`config.mk`:
```
export PLATFORM = sky130hd
export DESIGN_NAME = auto_sleep_wake_controller
export DESIGN_NICKNAME = d
export VERILOG_FILES = /design/src/hdl/sleep_ctrl_pkg.sv /design/src/hdl/auto_sleep_wake_controller.sv
export SDC_FILE = /design/constraint.sdc
export NUM_CORES = 1
export LEC_CHECK = 0
export ABC_AREA = 1
export BUFFER_PORTS_ARGS = -buffer_cell sky130_fd_sc_hd__buf_2
export CAP_MARGIN = 20
export CORE_ASPECT_RATIO = 0.5
export CORE_MARGIN = 4
export CORE_UTILIZATION = 56
export DETAILED_ROUTE_END_ITERATION = 12
export HOLD_SLACK_MARGIN = 0.08
export PLACE_DENSITY = 0.85
export RECOVER_POWER = 25
export SLEW_MARGIN = 20
export SYNTH_ARGS = -nofsm -noshare
export SYNTH_HDL_FRONTEND = slang
export SYNTH_SLANG_ARGS = --single-unit
```
`constraint.sdc`:
```
create_clock -name ref_clk -period 4.1 [get_ports ref_clk]
set_clock_uncertainty 0.05 [all_clocks]
set_input_delay 0.41 -clock ref_clk [delete_from_list [all_inputs] [get_ports ref_clk]]
set_output_delay 0.41 -clock ref_clk [all_outputs]
set_load 0.005 [all_outputs]
```
`src/hdl/sleep_ctrl_pkg.sv`:
```
/*
 Constants for the inactivity sleep/wake controller: register indices, field
 positions, reset values, event numbering and step timing.
 Assumes a 10 MHz reference clock and a 32-bit classic Wishbone register bus.
*/
// Function
// With sleep enabled, drop from the active rate to the sleep rate after the programmed inactivity time.
// For rates from 800 Hz down to 6.25 Hz one count unit is 320 ms, about 81 s at most.
// At 1.56 Hz one count unit is 640 ms, one sample period, about 163 s at most.
// In hybrid mode the step follows half the selected rate, so 800 Hz gives a 640 ms step.
// FIFO, transient, orientation, tap, freefall, magnetic and the three magnitude/threshold events restart the count.
// While asleep any wake-capable source enabled in the wake configuration returns to the active rate.
// A source affects restart, sleep or wake only when its function is enabled.
// A restart source before the count is reached aborts sleep entry and zeroes the counter.
// Flags of bypassed functions are masked while asleep and come back on wake, except sample ready.
// With the sleep/wake interrupt enabled every transition raises it, and reading the mode register clears it.
// With FIFO gating, sleep entry keeps the FIFO, sets the gate error flag and blocks samples until emptied.
// With FIFO gating, the sleep/wake interrupt blocks the FIFO until flushed instead of blocking transitions.
// The inactivity count is an 8-bit read/write register at index 0x29, reset to zero, set by the host.
// The sleep/wake interrupt goes to the first pin when its routing bit is 1, else the second, ORed with others.
// The inactivity counter advances once per step while awake and clears on sleep entry and on wake.
package sleep_ctrl_pkg;
    // Timing
    localparam int CLK_KHZ = 10_000;
    localparam int STEP_SHORT_MS = 320;
    localparam int STEP_LONG_MS = 640;
    localparam int STEP_SHORT_CYCLES = STEP_SHORT_MS * CLK_KHZ;
    localparam int STEP_LONG_CYCLES = STEP_LONG_MS * CLK_KHZ;
    localparam int PRESCALE_W = 24;
    // Register indices, byte address is four times the index
    localparam logic [7:0] IDX_SYS_MODE = 8'h0B;
    localparam logic [7:0] IDX_SLEEP_COUNT = 8'h29;
    localparam logic [7:0] IDX_CTRL_ONE = 8'h2A;
    localparam logic [7:0] IDX_CTRL_TWO = 8'h2B;
    localparam logic [7:0] IDX_WAKE_CFG = 8'h2C;
    localparam logic [7:0] IDX_FUNC_EN = 8'h2D;
    localparam logic [7:0] IDX_INT_ROUTE = 8'h2E;
    localparam logic [7:0] IDX_SLEEP_BYPASS = 8'h2F;
    localparam logic [7:0] IDX_IRQ_STATUS = 8'h30;
    localparam logic [7:0] IDX_IRQ_MASK = 8'h31;
    // Event numbering, bits 1..8 are wake capable
    localparam int NUM_EVENTS = 10;
    localparam int EV_FIFO = 0;
    localparam int EV_FIELD_THRESH = 8;
    localparam int EV_SAMPLE_READY = 9;
    // Field positions
    localparam int F_ACTIVE_RATE_LSB = 0;
    localparam int F_SLEEP_RATE_LSB = 3;
    localparam int F_SLEEP_ENABLE = 0;
    localparam int F_HYBRID = 1;
    localparam int F_FIFO_GATE = 0;
    localparam int F_SW_IRQ_EN = 10;
    localparam int F_ROUTE_SW = 0;
    localparam int F_FGERR = 7;
    localparam int ST_SLEEP_ENTRY = 0;
    localparam int ST_WAKE = 1;
    localparam int ST_FIFO_GATE = 2;
    // Rate code of the slowest rate, 1.56 Hz
    localparam logic [2:0] RATE_SLOWEST = 3'h7;
    localparam logic [2:0] RATE_SLEEP_BASE = 3'h4;
    // Reset values
    localparam logic [7:0] SLEEP_COUNT_RST = 8'h00;
    localparam logic [9:0] ZERO_EVENTS = 10'h000;
    typedef enum logic [1:0] {MODE_STANDBY = 2'b00, MODE_WAKE = 2'b01, MODE_SLEEP = 2'b10} sys_mode_t;
endpackage
```
`src/hdl/auto_sleep_wake_controller.sv`:
```
/*
 Inactivity-driven auto-sleep and wake controller with a classic Wishbone
 register slave, sticky interrupt status, routing to two interrupt pins and
 FIFO gating. Event inputs are one-cycle pulses from logic on ref_clk; the
 FIFO empty level also comes from ref_clk logic.
*/
// Chosen here: the Wishbone register port.
`timescale 1ns/1ns
module auto_sleep_wake_controller #(
    parameter int STEP_SHORT = sleep_ctrl_pkg::STEP_SHORT_CYCLES,
    parameter int STEP_LONG = sleep_ctrl_pkg::STEP_LONG_CYCLES
) (
    input wire logic ref_clk,
    input wire logic rst,
    input wire logic wbCyc,
    input wire logic wbStb,
    input wire logic wbWe,
    input wire logic [9:0] wbAdr,
    input wire logic [3:0] wbSel,
    input wire logic [31:0] wbDatIn,
    output logic [31:0] wbDatOut,
    output logic wbAck,
    input wire logic [sleep_ctrl_pkg::NUM_EVENTS-1:0] eventPulse,
    input wire logic otherIrqFirst,
    input wire logic otherIrqSecond,
    input wire logic fifoEmpty,
    output logic asleep,
    output logic [2:0] rateCode,
    output logic fifoBlocked,
    output logic [sleep_ctrl_pkg::NUM_EVENTS-1:0] eventEnableEff,
    output logic irqPinFirst,
    output logic irqPinSecond,
    output logic irq
);
    import sleep_ctrl_pkg::*;

    // Software state
    logic [7:0] sleepCount, next_sleepCount;
    logic [4:0] ctrlOne, next_ctrlOne;
    logic [1:0] ctrlTwo, next_ctrlTwo;
    logic [10:0] wakeCfg, next_wakeCfg;
    logic [9:0] funcEn, next_funcEn;
    logic [0:0] intRoute, next_intRoute;
    logic [9:0] sleepBypass, next_sleepBypass;
    logic [2:0] irqStatus, next_irqStatus;
    logic [2:0] irqMask, next_irqMask;
    // Block state
    logic [PRESCALE_W-1:0] prescale, next_prescale;
    logic [7:0] inactCnt, next_inactCnt;
    logic swIrq, next_swIrq;
    logic fgerr, next_fgerr;
    logic readyHeld, next_readyHeld;
    logic next_asleep, next_fifoBlocked, next_wbAck, next_irq;
    logic next_irqPinFirst, next_irqPinSecond;
    logic [2:0] next_rateCode;
    logic [31:0] next_wbDatOut;
    logic [9:0] next_eventEnableEff;
    // Decoded terms
    logic access, doWrite, doRead, restart, wakeHit, stepLong, stepDone;
    logic expired, enterSleep, leaveSleep, transition;
    logic [7:0] idx;
    logic [31:0] wdat, regNow;
    sys_mode_t modeNow;

    // Bus decode, one access per handshake
    assign access = wbCyc && wbStb && !wbAck;
    assign doWrite = access && wbWe;
    assign doRead = access && !wbWe;
    assign idx = wbAdr[9:2];
    assign modeNow = asleep ? MODE_SLEEP : MODE_WAKE;

    // Byte-lane merge helper
    function automatic logic [31:0] merge(input logic [31:0] old, input logic [31:0] dat, input logic [3:0] sel);
        logic [31:0] r;
        r = old;
        for (int b = 0; b < 4; b++) begin
            if (sel[b]) begin
                r[8*b +: 8] = dat[8*b +: 8];
            end
        end
        return r;
    endfunction

    // Event qualification
    always_comb begin
        // restart sources
        // enabled sources only
        restart = |(eventPulse[EV_FIELD_THRESH:EV_FIFO] & funcEn[EV_FIELD_THRESH:EV_FIFO]);
        // wake sources
        wakeHit = |(eventPulse[EV_FIELD_THRESH:1] & funcEn[EV_FIELD_THRESH:1] & wakeCfg[EV_FIELD_THRESH:1]);
        // long step at slowest rate
        // hybrid halves the rate
        stepLong = (ctrlOne[2:0] == RATE_SLOWEST) || ctrlTwo[F_HYBRID];
        // short step otherwise
        stepDone = stepLong ? (prescale == PRESCALE_W'(STEP_LONG - 1)) : (prescale == PRESCALE_W'(STEP_SHORT - 1));
        // sleep after the programmed inactivity
        expired = inactCnt >= sleepCount;
        enterSleep = !asleep && ctrlTwo[F_SLEEP_ENABLE] && !restart && expired;
        leaveSleep = asleep && (wakeHit || !ctrlTwo[F_SLEEP_ENABLE]);
        transition = enterSleep || leaveSleep;
    end

    // Register file next values
    always_comb begin
        wdat = merge(regNow, wbDatIn, wbSel);
        next_sleepCount = sleepCount;
        next_ctrlOne = ctrlOne;
        next_ctrlTwo = ctrlTwo;
        next_wakeCfg = wakeCfg;
        next_funcEn = funcEn;
        next_intRoute = intRoute;
        next_sleepBypass = sleepBypass;
        next_irqMask = irqMask;
        next_irqStatus = irqStatus;
        next_readyHeld = readyHeld;
        if (doWrite) begin
            unique case (idx)
                // inactivity count register
                IDX_SLEEP_COUNT: next_sleepCount = wdat[7:0];
                IDX_CTRL_ONE: next_ctrlOne = wdat[4:0];
                IDX_CTRL_TWO: next_ctrlTwo = wdat[1:0];
                IDX_WAKE_CFG: next_wakeCfg = wdat[10:0];
                IDX_FUNC_EN: begin
                    next_funcEn = wdat[9:0];
                    next_readyHeld = 1'b0;
                end
                IDX_INT_ROUTE: next_intRoute = wdat[0:0];
                IDX_SLEEP_BYPASS: next_sleepBypass = wdat[9:0];
                IDX_IRQ_MASK: next_irqMask = wdat[2:0];
                // Write one to clear, low byte lane only
                IDX_IRQ_STATUS: next_irqStatus = irqStatus & ~(wbDatIn[2:0] & {3{wbSel[0]}});
                default: ;
            endcase
        end
        // Events set status, set wins over clear
        if (enterSleep) begin
            next_irqStatus[ST_SLEEP_ENTRY] = 1'b1;
        end
        if (leaveSleep) begin
            next_irqStatus[ST_WAKE] = 1'b1;
        end
        if (enterSleep && wakeCfg[F_FIFO_GATE]) begin
            next_irqStatus[ST_FIFO_GATE] = 1'b1;
        end
        // sample ready stays off after a bypassed sleep
        if (enterSleep && sleepBypass[EV_SAMPLE_READY]) begin
            next_readyHeld = 1'b1;
        end
    end

    // Sleep sequencing next values
    always_comb begin
        next_prescale = prescale;
        next_inactCnt = inactCnt;
        next_asleep = asleep;
        if (asleep || !ctrlTwo[F_SLEEP_ENABLE] || restart || transition) begin
            // restart aborts and zeroes the count
            // clear on entry and wake
            next_prescale = '0;
            next_inactCnt = 8'h00;
        end else if (stepDone) begin
            // one count per step
            next_prescale = '0;
            next_inactCnt = (inactCnt == 8'hFF) ? inactCnt : inactCnt + 8'h01;
        end else begin
            next_prescale = prescale + PRESCALE_W'(1);
        end
        if (enterSleep) begin
            next_asleep = 1'b1;
        end else if (leaveSleep) begin
            // back to the active rate
            next_asleep = 1'b0;
        end
        // rate selection follows the mode
        next_rateCode = next_asleep ? (RATE_SLEEP_BASE | {1'b0, ctrlOne[F_SLEEP_RATE_LSB +: 2]}) : ctrlOne[2:0];
        // bypassed flags masked while asleep
        next_eventEnableEff = funcEn & ~(next_asleep ? sleepBypass : ZERO_EVENTS);
        if (next_readyHeld) begin
            next_eventEnableEff[EV_SAMPLE_READY] = 1'b0;
        end
    end

    // Sleep/wake flag, FIFO gate and pins next values
    always_comb begin
        next_swIrq = swIrq;
        next_fgerr = fgerr;
        next_fifoBlocked = fifoBlocked;
        // reading mode register clears
        if (doRead && idx == IDX_SYS_MODE) begin
            next_swIrq = 1'b0;
        end
        // every transition raises it
        if (transition && wakeCfg[F_SW_IRQ_EN]) begin
            next_swIrq = 1'b1;
        end
        if (fifoEmpty) begin
            next_fifoBlocked = 1'b0;
            next_fgerr = 1'b0;
        end
        // gate on sleep entry
        if (enterSleep && wakeCfg[F_FIFO_GATE]) begin
            next_fgerr = 1'b1;
            next_fifoBlocked = 1'b1;
        end
        // interrupt stalls FIFO, not transitions
        if (next_swIrq && !swIrq && wakeCfg[F_FIFO_GATE]) begin
            next_fifoBlocked = 1'b1;
        end
        // route to one pin, ORed with others
        next_irqPinFirst = otherIrqFirst || (next_swIrq && intRoute[F_ROUTE_SW]);
        next_irqPinSecond = otherIrqSecond || (next_swIrq && !intRoute[F_ROUTE_SW]);
        next_irq = |(next_irqStatus & next_irqMask);
    end

    // Bus answer next values, read mux shared with the write merge
    always_comb begin
        next_wbAck = access;
        unique case (idx)
            IDX_SYS_MODE: regNow = {24'h00_0000, fgerr, 5'h00, modeNow};
            IDX_SLEEP_COUNT: regNow = 32'(sleepCount);
            IDX_CTRL_ONE: regNow = 32'(ctrlOne);
            IDX_CTRL_TWO: regNow = 32'(ctrlTwo);
            IDX_WAKE_CFG: regNow = 32'(wakeCfg);
            IDX_FUNC_EN: regNow = 32'(funcEn);
            IDX_INT_ROUTE: regNow = 32'(intRoute);
            IDX_SLEEP_BYPASS: regNow = 32'(sleepBypass);
            IDX_IRQ_STATUS: regNow = 32'(irqStatus);
            IDX_IRQ_MASK: regNow = 32'(irqMask);
            default: regNow = 32'h0000_0000;
        endcase
        next_wbDatOut = doRead ? regNow : 32'h0000_0000;
    end

    // State registers
    always_ff @(posedge ref_clk or posedge rst) begin
        if (rst) begin
            sleepCount <= SLEEP_COUNT_RST;
            ctrlOne <= 5'h00;
            ctrlTwo <= 2'h0;
            wakeCfg <= 11'h000;
            funcEn <= 10'h000;
            intRoute <= 1'b0;
            sleepBypass <= 10'h000;
            irqStatus <= 3'h0;
            irqMask <= 3'h0;
            readyHeld <= 1'b0;
            prescale <= '0;
            inactCnt <= 8'h00;
            asleep <= 1'b0;
            rateCode <= 3'h0;
            eventEnableEff <= 10'h000;
            swIrq <= 1'b0;
            fgerr <= 1'b0;
            fifoBlocked <= 1'b0;
            irqPinFirst <= 1'b0;
            irqPinSecond <= 1'b0;
            irq <= 1'b0;
            wbAck <= 1'b0;
            wbDatOut <= 32'h0000_0000;
        end else begin
            sleepCount <= next_sleepCount;
            ctrlOne <= next_ctrlOne;
            ctrlTwo <= next_ctrlTwo;
            wakeCfg <= next_wakeCfg;
            funcEn <= next_funcEn;
            intRoute <= next_intRoute;
            sleepBypass <= next_sleepBypass;
            irqStatus <= next_irqStatus;
            irqMask <= next_irqMask;
            readyHeld <= next_readyHeld;
            prescale <= next_prescale;
            inactCnt <= next_inactCnt;
            asleep <= next_asleep;
            rateCode <= next_rateCode;
            eventEnableEff <= next_eventEnableEff;
            swIrq <= next_swIrq;
            fgerr <= next_fgerr;
            fifoBlocked <= next_fifoBlocked;
            irqPinFirst <= next_irqPinFirst;
            irqPinSecond <= next_irqPinSecond;
            irq <= next_irq;
            wbAck <= next_wbAck;
            wbDatOut <= next_wbDatOut;
        end
    end

    // Checks
    a_restart_zeroes_count: assert property (@(posedge ref_clk) disable iff (rst)
        (!asleep && restart) |=> (inactCnt == 8'h00 && prescale == '0))
        else $error("restart did not clear the inactivity counter");
    a_sleep_on_expiry: assert property (@(posedge ref_clk) disable iff (rst)
        (!asleep && ctrlTwo[F_SLEEP_ENABLE] && !restart && inactCnt >= sleepCount) |=> asleep)
        else $error("no sleep entry after inactivity expired");
    a_no_early_sleep: assert property (@(posedge ref_clk) disable iff (rst)
        $rose(asleep) |-> ($past(inactCnt) >= $past(sleepCount)))
        else $error("sleep entered before count reached");
    a_wake_on_enabled: assert property (@(posedge ref_clk) disable iff (rst)
        (asleep && |(eventPulse[8:1] & funcEn[8:1] & wakeCfg[8:1])) |=> (!asleep && rateCode == ctrlOne[2:0]))
        else $error("enabled wake source did not wake");
    a_fifo_no_wake: assert property (@(posedge ref_clk) disable iff (rst)
        (asleep && ctrlTwo[F_SLEEP_ENABLE] && eventPulse == 10'h001) |=> asleep)
        else $error("fifo event woke the device");
    a_disabled_ignored: assert property (@(posedge ref_clk) disable iff (rst)
        (!asleep && ctrlTwo[F_SLEEP_ENABLE] && |eventPulse[EV_FIELD_THRESH:EV_FIFO]
        && (eventPulse[EV_FIELD_THRESH:EV_FIFO] & funcEn[EV_FIELD_THRESH:EV_FIFO]) == 9'h000
        && inactCnt < sleepCount && !stepDone)
        |=> (inactCnt == $past(inactCnt) && prescale == $past(prescale) + PRESCALE_W'(1)))
        else $error("disabled event touched the count");
    a_transition_irq: assert property (@(posedge ref_clk) disable iff (rst)
        ($changed(asleep) && wakeCfg[F_SW_IRQ_EN] && $past(wakeCfg[F_SW_IRQ_EN])) |-> swIrq)
        else $error("transition did not raise the sleep/wake interrupt");
    a_gate_on_entry: assert property (@(posedge ref_clk) disable iff (rst)
        (enterSleep && wakeCfg[F_FIFO_GATE] && !fifoEmpty) |=> (fgerr && fifoBlocked) ##1 (fifoBlocked || fifoEmpty))
        else $error("fifo gate not applied on sleep entry");
    a_route_pins: assert property (@(posedge ref_clk) disable iff (rst)
        (swIrq && !$past(otherIrqFirst) && !$past(otherIrqSecond) && $stable(intRoute)) |->
        (irqPinFirst == intRoute[0] && irqPinSecond == !intRoute[0]))
        else $error("sleep/wake interrupt on the wrong pin");
    a_ack_single: assert property (@(posedge ref_clk) disable iff (rst)
        wbAck |=> !wbAck)
        else $error("ack held for more than one cycle");
endmodule // auto_sleep_wake_controller

```
After elaboration in Yosys (flattened, before gate mapping)
Index checks and enable logic that the tools add are counted.
{ "word_totals": {"regBits": 139, "inputBits": 64, "out_inout_bits": 51, "word_cells": 126} }
{ "classes": {"addsub": 2, "n_lt_le_gt_ge": 1, "n_eq_ne": 15, "muxes": 31, "bitwise_logic": 9, "n_reduce_logical": 45} }
{ "ops": {"columns": ["operator", "n"], "rows": [
  ["$pmux W11 S10", 1],
  ["$eq A8 B6 Y1 const B", 9],
  ["$mux W24", 2],
  ["$mux W32", 1],
  ["$mux W8", 4],
  ["$add A24 B1 Y24 const B", 1],
  ["$eq A24 B22 Y1 const B", 1],
  ["$eq A24 B23 Y1 const B", 1],
  ["$mux W3", 6],
  ["$and A8 B8 Y8", 2],
  ["$logic_and A1 B1 Y1", 16],
  ["$reduce_and A2 Y1", 8],
  ["$mux W1", 15],
  ["$and A10 B10 Y10", 1],
  ["$mux W10", 1],
  ["$not A10 Y10", 1],
  ["$and A3 B3 Y3", 3],
  ["$and A9 B9 Y9", 1],
  ["$reduce_or A9 Y1", 1],
  ["$add A8 B1 Y8 const B", 1],
  ["$eq A8 B4 Y1 const B", 1],
  ["$eq A8 B8 Y1 const B", 1],
  ["$ge A8 B8 Y1", 1],
  ["$logic_or A1 B1 Y1", 8],
  ["9 further kinds", 16]
]} }

Longest topological paths before layout
Gate-level depths: netlist of run 1.
{ "logic_depth": {"depth_word": 11, "depth_mapped": 14, "depth_no_buf": 14} }

Worst setup path after synthesis of run 1
Ideal clock, no wire load.
{ "synth_timing": {"path_type": "flip-flop to flip-flop", "startpoint": "reg inactCnt[7]", "endpoint": "reg prescale[7]", "t_arrival_ns": 1.704, "t_required_ns": 3.973, "slack_ns": 2.269, "path_stages_with_launch": 13, "path_buffers": 0, "synth_period_minus_slack_ns": 1.831, "cell_sequence": "dfrtp_1 > ha_1 > nand2_1 > a21oi_1 > nor2_1 > nand2_1 > a21oi_1 > nand3_2 > inv_2 > nand2_4 > inv_2 > nand2_1 > a21oi_1"} }
{ "synth_between": {"elab_chain_cells": 5} }
{ "synth_rtl": {"columns": ["item", "line", "source"], "rows": [
  ["from (decl)", "auto_sleep_wake_controller.sv:49", "logic [7:0] inactCnt, next_inactCnt;"],
  ["from (signal assigned)", "auto_sleep_wake_controller.sv:272", "inactCnt <= next_inactCnt;"],
  ["$ge A8 B8 Y1", "auto_sleep_wake_controller.sv:97", "expired = inactCnt >= sleepCount;"],
  ["$logic_and A1 B1 Y1", "auto_sleep_wake_controller.sv:98", "enterSleep = !asleep && ctrlTwo[F_SLEEP_ENABLE] && !restart && expired;"],
  ["$logic_or A1 B1 Y1", "auto_sleep_wake_controller.sv:100", "transition = enterSleep || leaveSleep;"],
  ["$logic_or A1 B1 Y1", "auto_sleep_wake_controller.sv:156", "if (asleep || !ctrlTwo[F_SLEEP_ENABLE] || restart || transition) begin"],
  ["$mux W24", "auto_sleep_wake_controller.sv:156", null],
  ["named net next_prescale[7]", "auto_sleep_wake_controller.sv:48", "logic [PRESCALE_W-1:0] prescale, next_prescale;"],
  ["to (signal assigned)", "auto_sleep_wake_controller.sv:271", "prescale <= next_prescale;"],
  ["to (decl)", "auto_sleep_wake_controller.sv:48", null]
]} }
The timed path passes the listed nets, and every way through them passes these cells.
A chain may end at the register's enable or synchronous reset.

Final worst setup path of run 1
{ "layout_timing": {"startpoint": "reg asleep", "endpoint": "reg eventEnableEff[1] (netlist bit)"} }
{ "layout_between": {"elab_chain_cells": 8} }
{ "layout_rtl": {"columns": ["item", "line", "source"], "rows": [
  ["from (decl)", "auto_sleep_wake_controller.sv:27", "output logic asleep,"],
  ["from (signal assigned)", "auto_sleep_wake_controller.sv:273", "asleep <= next_asleep;"],
  ["$logic_not A1 Y1", "auto_sleep_wake_controller.sv:98", null],
  ["$logic_and A1 B1 Y1 (3 in a row)", "auto_sleep_wake_controller.sv:98", null],
  ["$mux W1 *", "auto_sleep_wake_controller.sv:168", "if (enterSleep) begin"],
  ["$mux W10 *", "auto_sleep_wake_controller.sv:177", "next_eventEnableEff = funcEn & ~(next_asleep ? sleepBypass : ZERO_EVENTS);"],
  ["$not A10 Y10 *", "auto_sleep_wake_controller.sv:177", null],
  ["$and A10 B10 Y10 *", "auto_sleep_wake_controller.sv:177", null],
  ["named net next_eventEnableEff[1]", "auto_sleep_wake_controller.sv:57", "logic [9:0] next_eventEnableEff;"],
  ["to (signal assigned)", "auto_sleep_wake_controller.sv:275", "eventEnableEff <= next_eventEnableEff;"],
  ["to (decl)", "auto_sleep_wake_controller.sv:30", "output logic [sleep_ctrl_pkg::NUM_EVENTS-1:0] eventEnableEff,"]
]} }
The timed path passes the listed nets; every way through them passes the cells marked *.

==> impl_metrics.tcl, run 1 <==
set metrics [dict create \
    clock_latency_ns 0.42 \
    ys_ff_latch 118 \
    fin_util_pct 66.5 \
    critPathCaptureType "flop" \
    ir_worst_vdd_uv 319 \
    failed_checks "max-capacitance violations, max-slew violations" \
    hold_buffers 0 \
    dpl.cell_count 991 \
    grt_max_degree 58 \
    route.met3.wl_um 1670 \
    run_status "complete, but fails checks" \
    total_power_mw 2.88 \
    cts.path.max_buffers 2 \
    cts_buffers 17 \
    drive_above_1_share_pct 17.2 \
    syn_inst 788 \
    drtIter0Drc 562 \
    hpwl_um 11800 \
    viasPerCell 5.69 \
    async_flop_share_pct 100 \
    synth_top_family_by_area "simple AND/OR/NAND/NOR gates" \
    grt_overflow 0 \
    p_sw_mw 0.698 \
    power_density_mw_per_mm2 393 \
    layout_common_cells "nand2_1, dfrtp_1, inv_1" \
    arrival_ns 2.64 \
    vias 5818 \
    intPower_mw 2.18 \
    detail-route-antenna-nets 0 \
    relSlewSlack_pct -68.7 \
    tns_ns 0 \
    first_pass_iters 6 \
    synth_xor_area_share_pct 1.80 \
    place_worst_setup_slack_ns 1.65 \
    grt_pass1_wl_um 27800 \
    fp.dieW_um 158 \
    rows 27 \
    yosys_warnings 0 \
    post_cts_resized 0 \
    ys.flop_type "dfrtp_1" \
    cp.required_ns 4.29 \
    yosysTopAreaCellShare_pct 46.8 \
    setup_violations 0 \
    power_frac_comb_pct 4.4 \
    leakage_nw 3.57 \
    ys_seq_area_share_pct 46.8 \
    htreeDepth 4 \
    port_buffers 67 \
    min_path_type "input pin to flop" \
    routed_wirelength_um 16800 \
    muxShareOfSynthArea_pct 0.159 \
    nets 939 \
    cap_violations 1 \
    fin_ws_ns 1.65 \
    clkPwrFrac_pct 54.4 \
    drcViolationCount 0 \
    boundaryPins 115 \
    routedWlPerCell_um 16.5 \
    grt_pass1_vias 5674 \
    synth_largest_area_cell "dfrtp_1" \
    syn2layout_area_growth_pct 16.1 \
    final_max_slew_viol_count 58 \
    chipHeight_um 83.1 \
    layout_commonest_cell "nand2_1" \
    rsz0062_at_grt "no" \
    start_kind "flop" \
    avgSynthCellArea_um2 8.01 \
    grt_usage_pct 26.6 \
    synth-edff-count 0 \
    place_congestion 0.926 \
    route.met2.wl_um 7910 \
    fmax_mhz 408 \
    synth_cell_type_count 47 \
    synthAdderAreaFrac_pct 1.98 \
    highest_layer "met4" \
    design.die.area_mm2 0.0131 \
    path_class "flop to flop" \
    clkTransAtPathRegs_ns 0.06 \
    worst_slew_pin_slew_ns 2.52 \
    period_share_pct 59.7 \
    sw_frac_of_total_pct 24.2 \
    core_mm2 0.0110 \
    crit_fanout 15 \
    hold_viol_final 0 \
    antenna_found_initial 0 \
    seq_power_share_pct 41.2 \
    cts.sinks 118 \
    final_cells 1023 \
    drt-met1-wl_um 6760 \
    synthSimpleGateAreaFrac_pct 30.9 \
    cts_setup_buffers 0 \
    cts_tree "done" \
    ys_top_cells_by_area "dfrtp_1, nand2_1, nand3_1, inv_1, nor2_1" \
    synth_compound_area_share_pct 8.98 \
    initial_core_util_pct 57.3 \
    n_antenna_cell 0 \
    synthesis.area_mm2 0.00631 \
    min_period_ns 2.45 \
    root_buffer "clkbuf_16" \
    reg2reg_slack_ns 1.65 \
]
power groups by stage:
stage | clock, mW | sequential (mW) | combinational, mW
2_1_floorplan | 0 | 1.21 | 0.0877
3_3_place_gp | 0 | 1.21 | 0.122
3_5_place_dp | 0 | 1.21 | 0.124
4_1_cts | 1.58 | 1.19 | 0.127
5_1_grt | 1.63 | 1.19 | 0.144
6_report | 1.57 | 1.19 | 0.128
area by class of cell:
type | instances | area, µm²
fillers | 871 | 3690
flip-flops and latches | 118 | 2950
multi-input cells | 560 | 2850
clock buffers | 17 | 425
repair buffers | 71 | 365
inverters | 97 | 365
clock inverters | 15 | 189
well taps | 145 | 181
critical path, stage by stage (launching register included):
cell,delay (ns)
dfrtp_1,0.42
inv_1,0.15
nand3_1,0.14
nor3_2,0.41
nand2_1,0.28
nand2_1,0.58
a21boi_0,0.24
cells by family (layout without fill, tap and decap cells):
logic type                 count (synthesis)  count (layout)
other                                      1              21
and+or+nand+nor                          411             411
muxes                                      1               1
buffers and inverters                    130             200
AOI/OAI and AO/OA                        104             104
xor gates and xnor gates                  13              13
adders and majority gates                 10              10
DFF                                      118             118
routing by layer:
layer	track usage, %	up-vias
li1	-	2688
met4	11.1	0
met2	42.0	368
met3	7.03	67
met5	0	-
met1	34.8	2695
state kept, by name, indices dropped and copies added (netlist names), 8 cells and up:
name	flops
wakeCfg	11
eventEnableEff	10
sleepBypass	10
inactCnt	8
prescale	24
wbDatOut	11
sleepCount	8
funcEn	10
per-stage QoR:
step | hold slack [ns] | instance area (µm²)
after floorplan | 0.371 | 6390
after global placement | 0.390 | 6710
after detailed placement | 0.395 | 6710
after CTS | 0.0813 | 7330
after global routing | 0.112 | 7320
final | 0.116 | 7320
cells in the mapped netlist, types with 7 or more instances:
library cell  count
nor3_1           11
nand4_1          13
xor2_1            7
o21ai_0          56
or2_2             8
buf_4            22
buf_2             8
inv_1            91
a21oi_1          23
nor2_1           88
nor2_2            9
a31oi_1           7
ha_1             10
nand3_1          87
nand2_1         158
dfrtp_1         118
path summary, 6_finish.rpt:
check | startpoint | endpoint | depth (start not counted)
min in group asynchronous | rst | prescale[6] | 2
min reg2reg | wbAck | wbAck | 1
min | otherIrqSecond | irqPinSecond | 2
max reg2reg | asleep | eventEnableEff[1] | 6
max in group asynchronous | rst | wakeCfg[0] | 3
max | asleep | eventEnableEff[1] | 6
Note: power is estimated with default switching activity, not from simulation.
==> inputs of run 2 (changes only) <==
clock period = 2.3 ns   (was 4.1 ns; I/O delays follow)
==> impl_metrics.tcl, run 2 (synthesis gave the netlist of run 1 again) <==
set metrics [dict create \
    grt_overflow 0 \
    power_density_mw_per_mm2 658 \
    routed_wirelength_um 16500 \
    antenna_found_initial 0 \
    rsz0062_at_grt "no" \
    drive_above_1_share_pct 18.4 \
    place_congestion 0.948 \
    run_status "finished clean" \
    chipHeight_um 83.1 \
    clock_latency_ns 0.42 \
    arrival_ns 2.35 \
    cts_buffers 17 \
    detail-route-antenna-nets 0 \
    rows 27 \
    biggestRegsByFlops "prescale x24, wakeCfg x11, wbDatOut x11" \
    largest_reg_flops 24 \
    grt_pass1_wl_um 27400 \
    setup_violations 0 \
    final_max_slew_viol_count 0 \
    htreeDepth 4 \
    critPathCaptureType "flop" \
    cts_tree "done" \
    core_mm2 0.0110 \
    n_antenna_cell 0 \
    largest_register "prescale" \
    worst_slew_pin_slew_ns 1.32 \
    fp.dieW_um 158 \
    vias 5874 \
    period_share_pct 92.1 \
    crit_fanout 8 \
    relSlewSlack_pct 11.7 \
    root_buffer "clkbuf_16" \
    nets 960 \
    cts.sinks 118 \
    syn2layout_area_growth_pct 17.9 \
    cp.required_ns 2.54 \
    layout_commonest_cell "nand2_1" \
    first_pass_iters 5 \
    hold-worst-slack_ns 0.113 \
    initial_core_util_pct 57.3 \
    cts.path.max_buffers 2 \
    rr_worst_depth 12 \
    whs_path_depth 3 \
    design.die.area_mm2 0.0131 \
    clkTransAtPathRegs_ns 0.06 \
    start_kind "flop" \
    hpwl_um 11600 \
    hold_viol_final 0 \
    drcViolationCount 0 \
    port_buffers 67 \
    total_power_mw 4.90 \
    grt_usage_pct 26.0 \
    path_class "flop to flop" \
    drtIter0Drc 668 \
    layout_common_cells "nand2_1, dfrtp_1, inv_1" \
    cap_violations 0 \
    min_path_type "input pin to flop" \
    leakage_nw 3.65 \
    routedWlPerCell_um 15.8 \
    min_period_ns 2.12 \
    grt_max_degree 99 \
    boundaryPins 115 \
    viasPerCell 5.63 \
    nFillCells 859 \
    tns_ns 0 \
    grt_pass1_vias 5784 \
    fmax_mhz 472 \
    ir_worst_vdd_uv 459 \
]
## run 2: final cells by class
class                   count  area [µm²]  share of cell area (%)
inverters                  97         365                    4.91
flip-flops and latches    118        2950                    39.7
clock inverters            14         126                    1.70
clock buffers              18         439                    5.90
well taps                 145         181                    2.44
repair buffers             92         528                    7.10
multi-input cells         560        2850                    38.3
## run 2: timing repair
item                                    4_1_cts  5_1_grt
endpoints found under the hold margin       123        0
gates resized for setup                       0        0
hold buffers                                  5        0
endpoints found under the setup margin        0        2
buffers inserted                              0        1
## run 2: path summary, 6_finish.rpt
kind / startpoint / end / slack [ns]
max: inactCnt[7] / inactCnt[2] / 0.18
min: wbSel[1] / wakeCfg[10] / 0.11
max reg2reg: inactCnt[7] / inactCnt[2] / 0.18
min reg2reg: sleepBypass[6] / eventEnableEff[6] / 0.40
max in group asynchronous: rst / wakeCfg[4] / 0.56
min in group asynchronous: rst / prescale[16] / 0.71
## run 2: metal layers
metal	share of wire, %	up-vias	track usage [%]
met4	2.6	0	8.67
met2	47	312	42.2
met3	9.7	53	7.24
met5	0	-	0
met1	41	2773	33.8
li1	-	2736	-
## run 2: where the power goes
part           internal [mW]  total, mW  switching (mW)
clock                   1.52       2.55            1.02
combinational         0.0714      0.234           0.163
sequential              2.10       2.12          0.0147
## run 2: critical path: stages, from the launching register on
cell and delay (ns):
dfrtp_1 0.43, ha_1 0.31, nand2_1 0.10, a21oi_1 0.05, nor2_1 0.12, nand2_1 0.07, a21oi_1 0.14, nand3_2 0.15
inv_2 0.12, buf_4 0.17, nand2_4 0.09, a21oi_1 0.15, nor2_1 0.06
## run 2: metrics by stage
stage / setup slack, ns / util (%) / cell area (µm²) / std cells
after CTS: 0.195 / 67.7 / 7450 / 1043
after global placement: 0.265 / 62.1 / 6840 / 1006
after global routing: 0.0219 / 67.5 / 7440 / 1044
after detailed placement: 0.213 / 62.1 / 6840 / 1006
after floorplan: 0.469 / - / 6390 / 808
final: 0.183 / 67.5 / 7440 / 1044
==> inputs of run 3 (changes only) <==
ABC_AREA = 0   (was 1)
==> impl_metrics.tcl, run 3 <==
set metrics [dict create \
    run_status "finished clean" \
    ys_seq_area_share_pct 48.2 \
    antenna_found_initial 0 \
    rsz0062_at_grt "yes" \
    hpwl_um 10800 \
    ys_ff_latch 118 \
    port_buffers 67 \
    routedWlPerCell_um 20.2 \
    design_area_mm2 0.00779 \
    rows 26 \
    critPathCaptureType "flop" \
    synthesis.area_mm2 0.00612 \
    boundaryPins 115 \
    viasPerCell 6.01 \
    synth_top_family_by_area "simple AND/OR/NAND/NOR gates" \
    final_max_slew_viol_count 0 \
    rr_worst_depth 8 \
    core_mm2 0.0104 \
    fp.dieW_um 156 \
    cap_violations 0 \
    setup_violations 0 \
    cpLargestDelayFamily "compound AO/OA/AOI/OAI gates" \
    grt_pass1_vias 5311 \
    fmax_mhz 437 \
    worstPathCellList "ha_1 > nor2b_1 > o21ai_2 > a211oi_4 > nor3_2 > buf_4 > or2_2 > a211o_1" \
    grt_usage_pct 27.4 \
    cts_tree "done" \
    synth_compound_area_share_pct 9.89 \
    design.die.area_mm2 0.0128 \
    synth_cell_type_count 72 \
    ys.flop_type "dfrtp_1" \
    worstSetupPathDepth 8 \
    place_worst_setup_slack_ns -0.0821 \
    place_area_mm2 0.00694 \
    whs_path_depth 5 \
    async_flop_share_pct 100 \
    root_buffer "clkbuf_16" \
    drive_above_1_share_pct 34.1 \
    vias 5213 \
    power_density_mw_per_mm2 678 \
    layout_commonest_cell "dfrtp_1" \
    synth_largest_area_cell "dfrtp_1" \
    clock_latency_ns 0.42 \
    grt_max_degree 49 \
    arrival_ns 2.54 \
    drcViolationCount 0 \
    htreeDepth 4 \
    routed_wirelength_um 17600 \
    netlist_top_cells_count "dfrtp_1, nor2_1, nand2_1" \
    syn_inst 578 \
    place_congestion 0.974 \
    grt_pass1_wl_um 26900 \
    yosys_warnings 0 \
    synth_most_common_cell "dfrtp_1" \
    biggestRegsByFlops "prescale x24, wakeCfg x11, wbDatOut x11" \
    synth-edff-count 0 \
    n_antenna_cell 0 \
    hold_viol_final 0 \
    synthSimpleGateAreaFrac_pct 17.3 \
    worst_slew_pin_slew_ns 1.05 \
    drtIter0Drc 394 \
    fin_ws_ns 0.0141 \
    cts.sinks 118 \
    chipHeight_um 82.0 \
    period_share_pct 99.4 \
    leakage_nw 3.63 \
    min_period_ns 2.29 \
    crit_fanout 4 \
    muxShareOfSynthArea_pct 12.0 \
    relSlewSlack_pct 29.8 \
    ys_top_cells_by_area "dfrtp_1, mux2_2, nor2_1, nand2_1, buf_4" \
    critPathBufInv 1 \
    cp.required_ns 2.55 \
    clkTransAtPathRegs_ns 0.06 \
    cts_buffers 17 \
    path_class "flop to flop" \
    final_cells 868 \
    cp_slowest_stage_delay_ns 0.41 \
    layout_common_cells "dfrtp_1, nor2_1, buf_4" \
    grt_overflow 0 \
    syn2layout_area_growth_pct 27.3 \
    synth_xor_area_share_pct 4.15 \
    yosysTopAreaCellShare_pct 48.2 \
    synthAdderAreaFrac_pct 2.04 \
    largest_register "prescale" \
    ir_worst_vdd_uv 471 \
    start_kind "flop" \
    tns_ns 0 \
    nets 789 \
    detail-route-antenna-nets 0 \
    cts.path.max_buffers 2 \
    initial_core_util_pct 58.7 \
    min_path_type "input pin to flop" \
    avgSynthCellArea_um2 10.6 \
    hold-worst-slack_ns 0.152 \
    first_pass_iters 7 \
    dpl.cell_count 827 \
    cpMaxStageDelayCell "dfrtp_1" \
    largest_reg_flops 24 \
]
-- run 3: cell types whose count changed after synthesis, sizes merged, moves of 8 or more --
cell	previous run	this run
a21oi	23	12
inv	97	28
mux2	0	51
mux2i	1	15
nand2	165	54
nand3	93	26
nor2	101	59
o21ai	60	19
or2	11	3
xnor2	6	18
-- run 3: final cells by class --
| class | instances | area, µm² |
|---|---|---|
| inverter | 28 | 106 |
| multi-input combinational | 415 | 3030 |
| fill | 628 | 2650 |
| clock buffer | 21 | 470 |
| sequential | 118 | 2950 |
| timing repair buffer | 135 | 886 |
| tap | 140 | 175 |
| clock inverter | 11 | 170 |
-- run 3: layer usage --
| layer | global-route usage (%) | vias to the layer above | routed length [µm] |
|---|---|---|---|
| met3 | 5.79 | 95 | 1440 |
| met5 | 0 | - | 0 |
| li1 | - | 2260 | - |
| met4 | 16.0 | 0 | 830 |
| met2 | 46.1 | 308 | 8390 |
| met1 | 33.3 | 2550 | 6900 |
-- run 3: timing repair --
item	in CTS	in global routing
pin swaps	5	7
endpoints found under the setup margin	41	45
endpoints found under the hold margin	28	0
resized for setup	15	17
buffers inserted	1	1
hold buffers	7	0
-- run 3: per-stage QoR --
stage          utilization [%]  power, mW
2_1_floorplan                -       2.30
3_3_place_gp              66.5       2.39
3_5_place_dp              66.5       2.39
4_1_cts                   74.0       5.27
5_1_grt                   74.6       5.40
6_report                  74.6       5.29
-- run 3: tightest hold or removal path, stage by stage --
cell,delay (ns)
buf_2,0.09
nand2_1,0.05
nor2_1,0.09
a21oi_1,0.07
o31ai_4,0.06
-- run 3: power by group --
part / internal [mW] / switching (mW) / total [mW]
registers: 2.09 / 0.0131 / 2.11
clock network: 1.90 / 1.01 / 2.91
logic: 0.101 / 0.170 / 0.271
-- run 3: cell families (layout without fill, tap and decap cells) --
| group | after synthesis | in the layout |
|---|---|---|
| flip-flops | 118 | 118 |
| XOR/XNOR | 29 | 29 |
| multiplexers | 66 | 66 |
| AND/OR/NAND/NOR | 210 | 210 |
| adder cells (fa/ha/maj) | 10 | 10 |
| other | 1 | 21 |
| buffers and inverters | 65 | 195 |
| AO/OA/AOI/OAI | 79 | 79 |
-- run 3: worst paths after layout --
check | end | slack [ns] | from
max in group asynchronous | irqStatus[2] | 0.47 | rst
setup reg to reg | irq | 0.01 | sleepCount[0]
hold reg to reg | prescale[0] | 0.40 | prescale[0]
setup / recovery | irq | 0.01 | sleepCount[0]
hold / removal | irqMask[0] | 0.15 | wbDatIn[0]
min in group asynchronous | funcEn[6] | 0.49 | rst
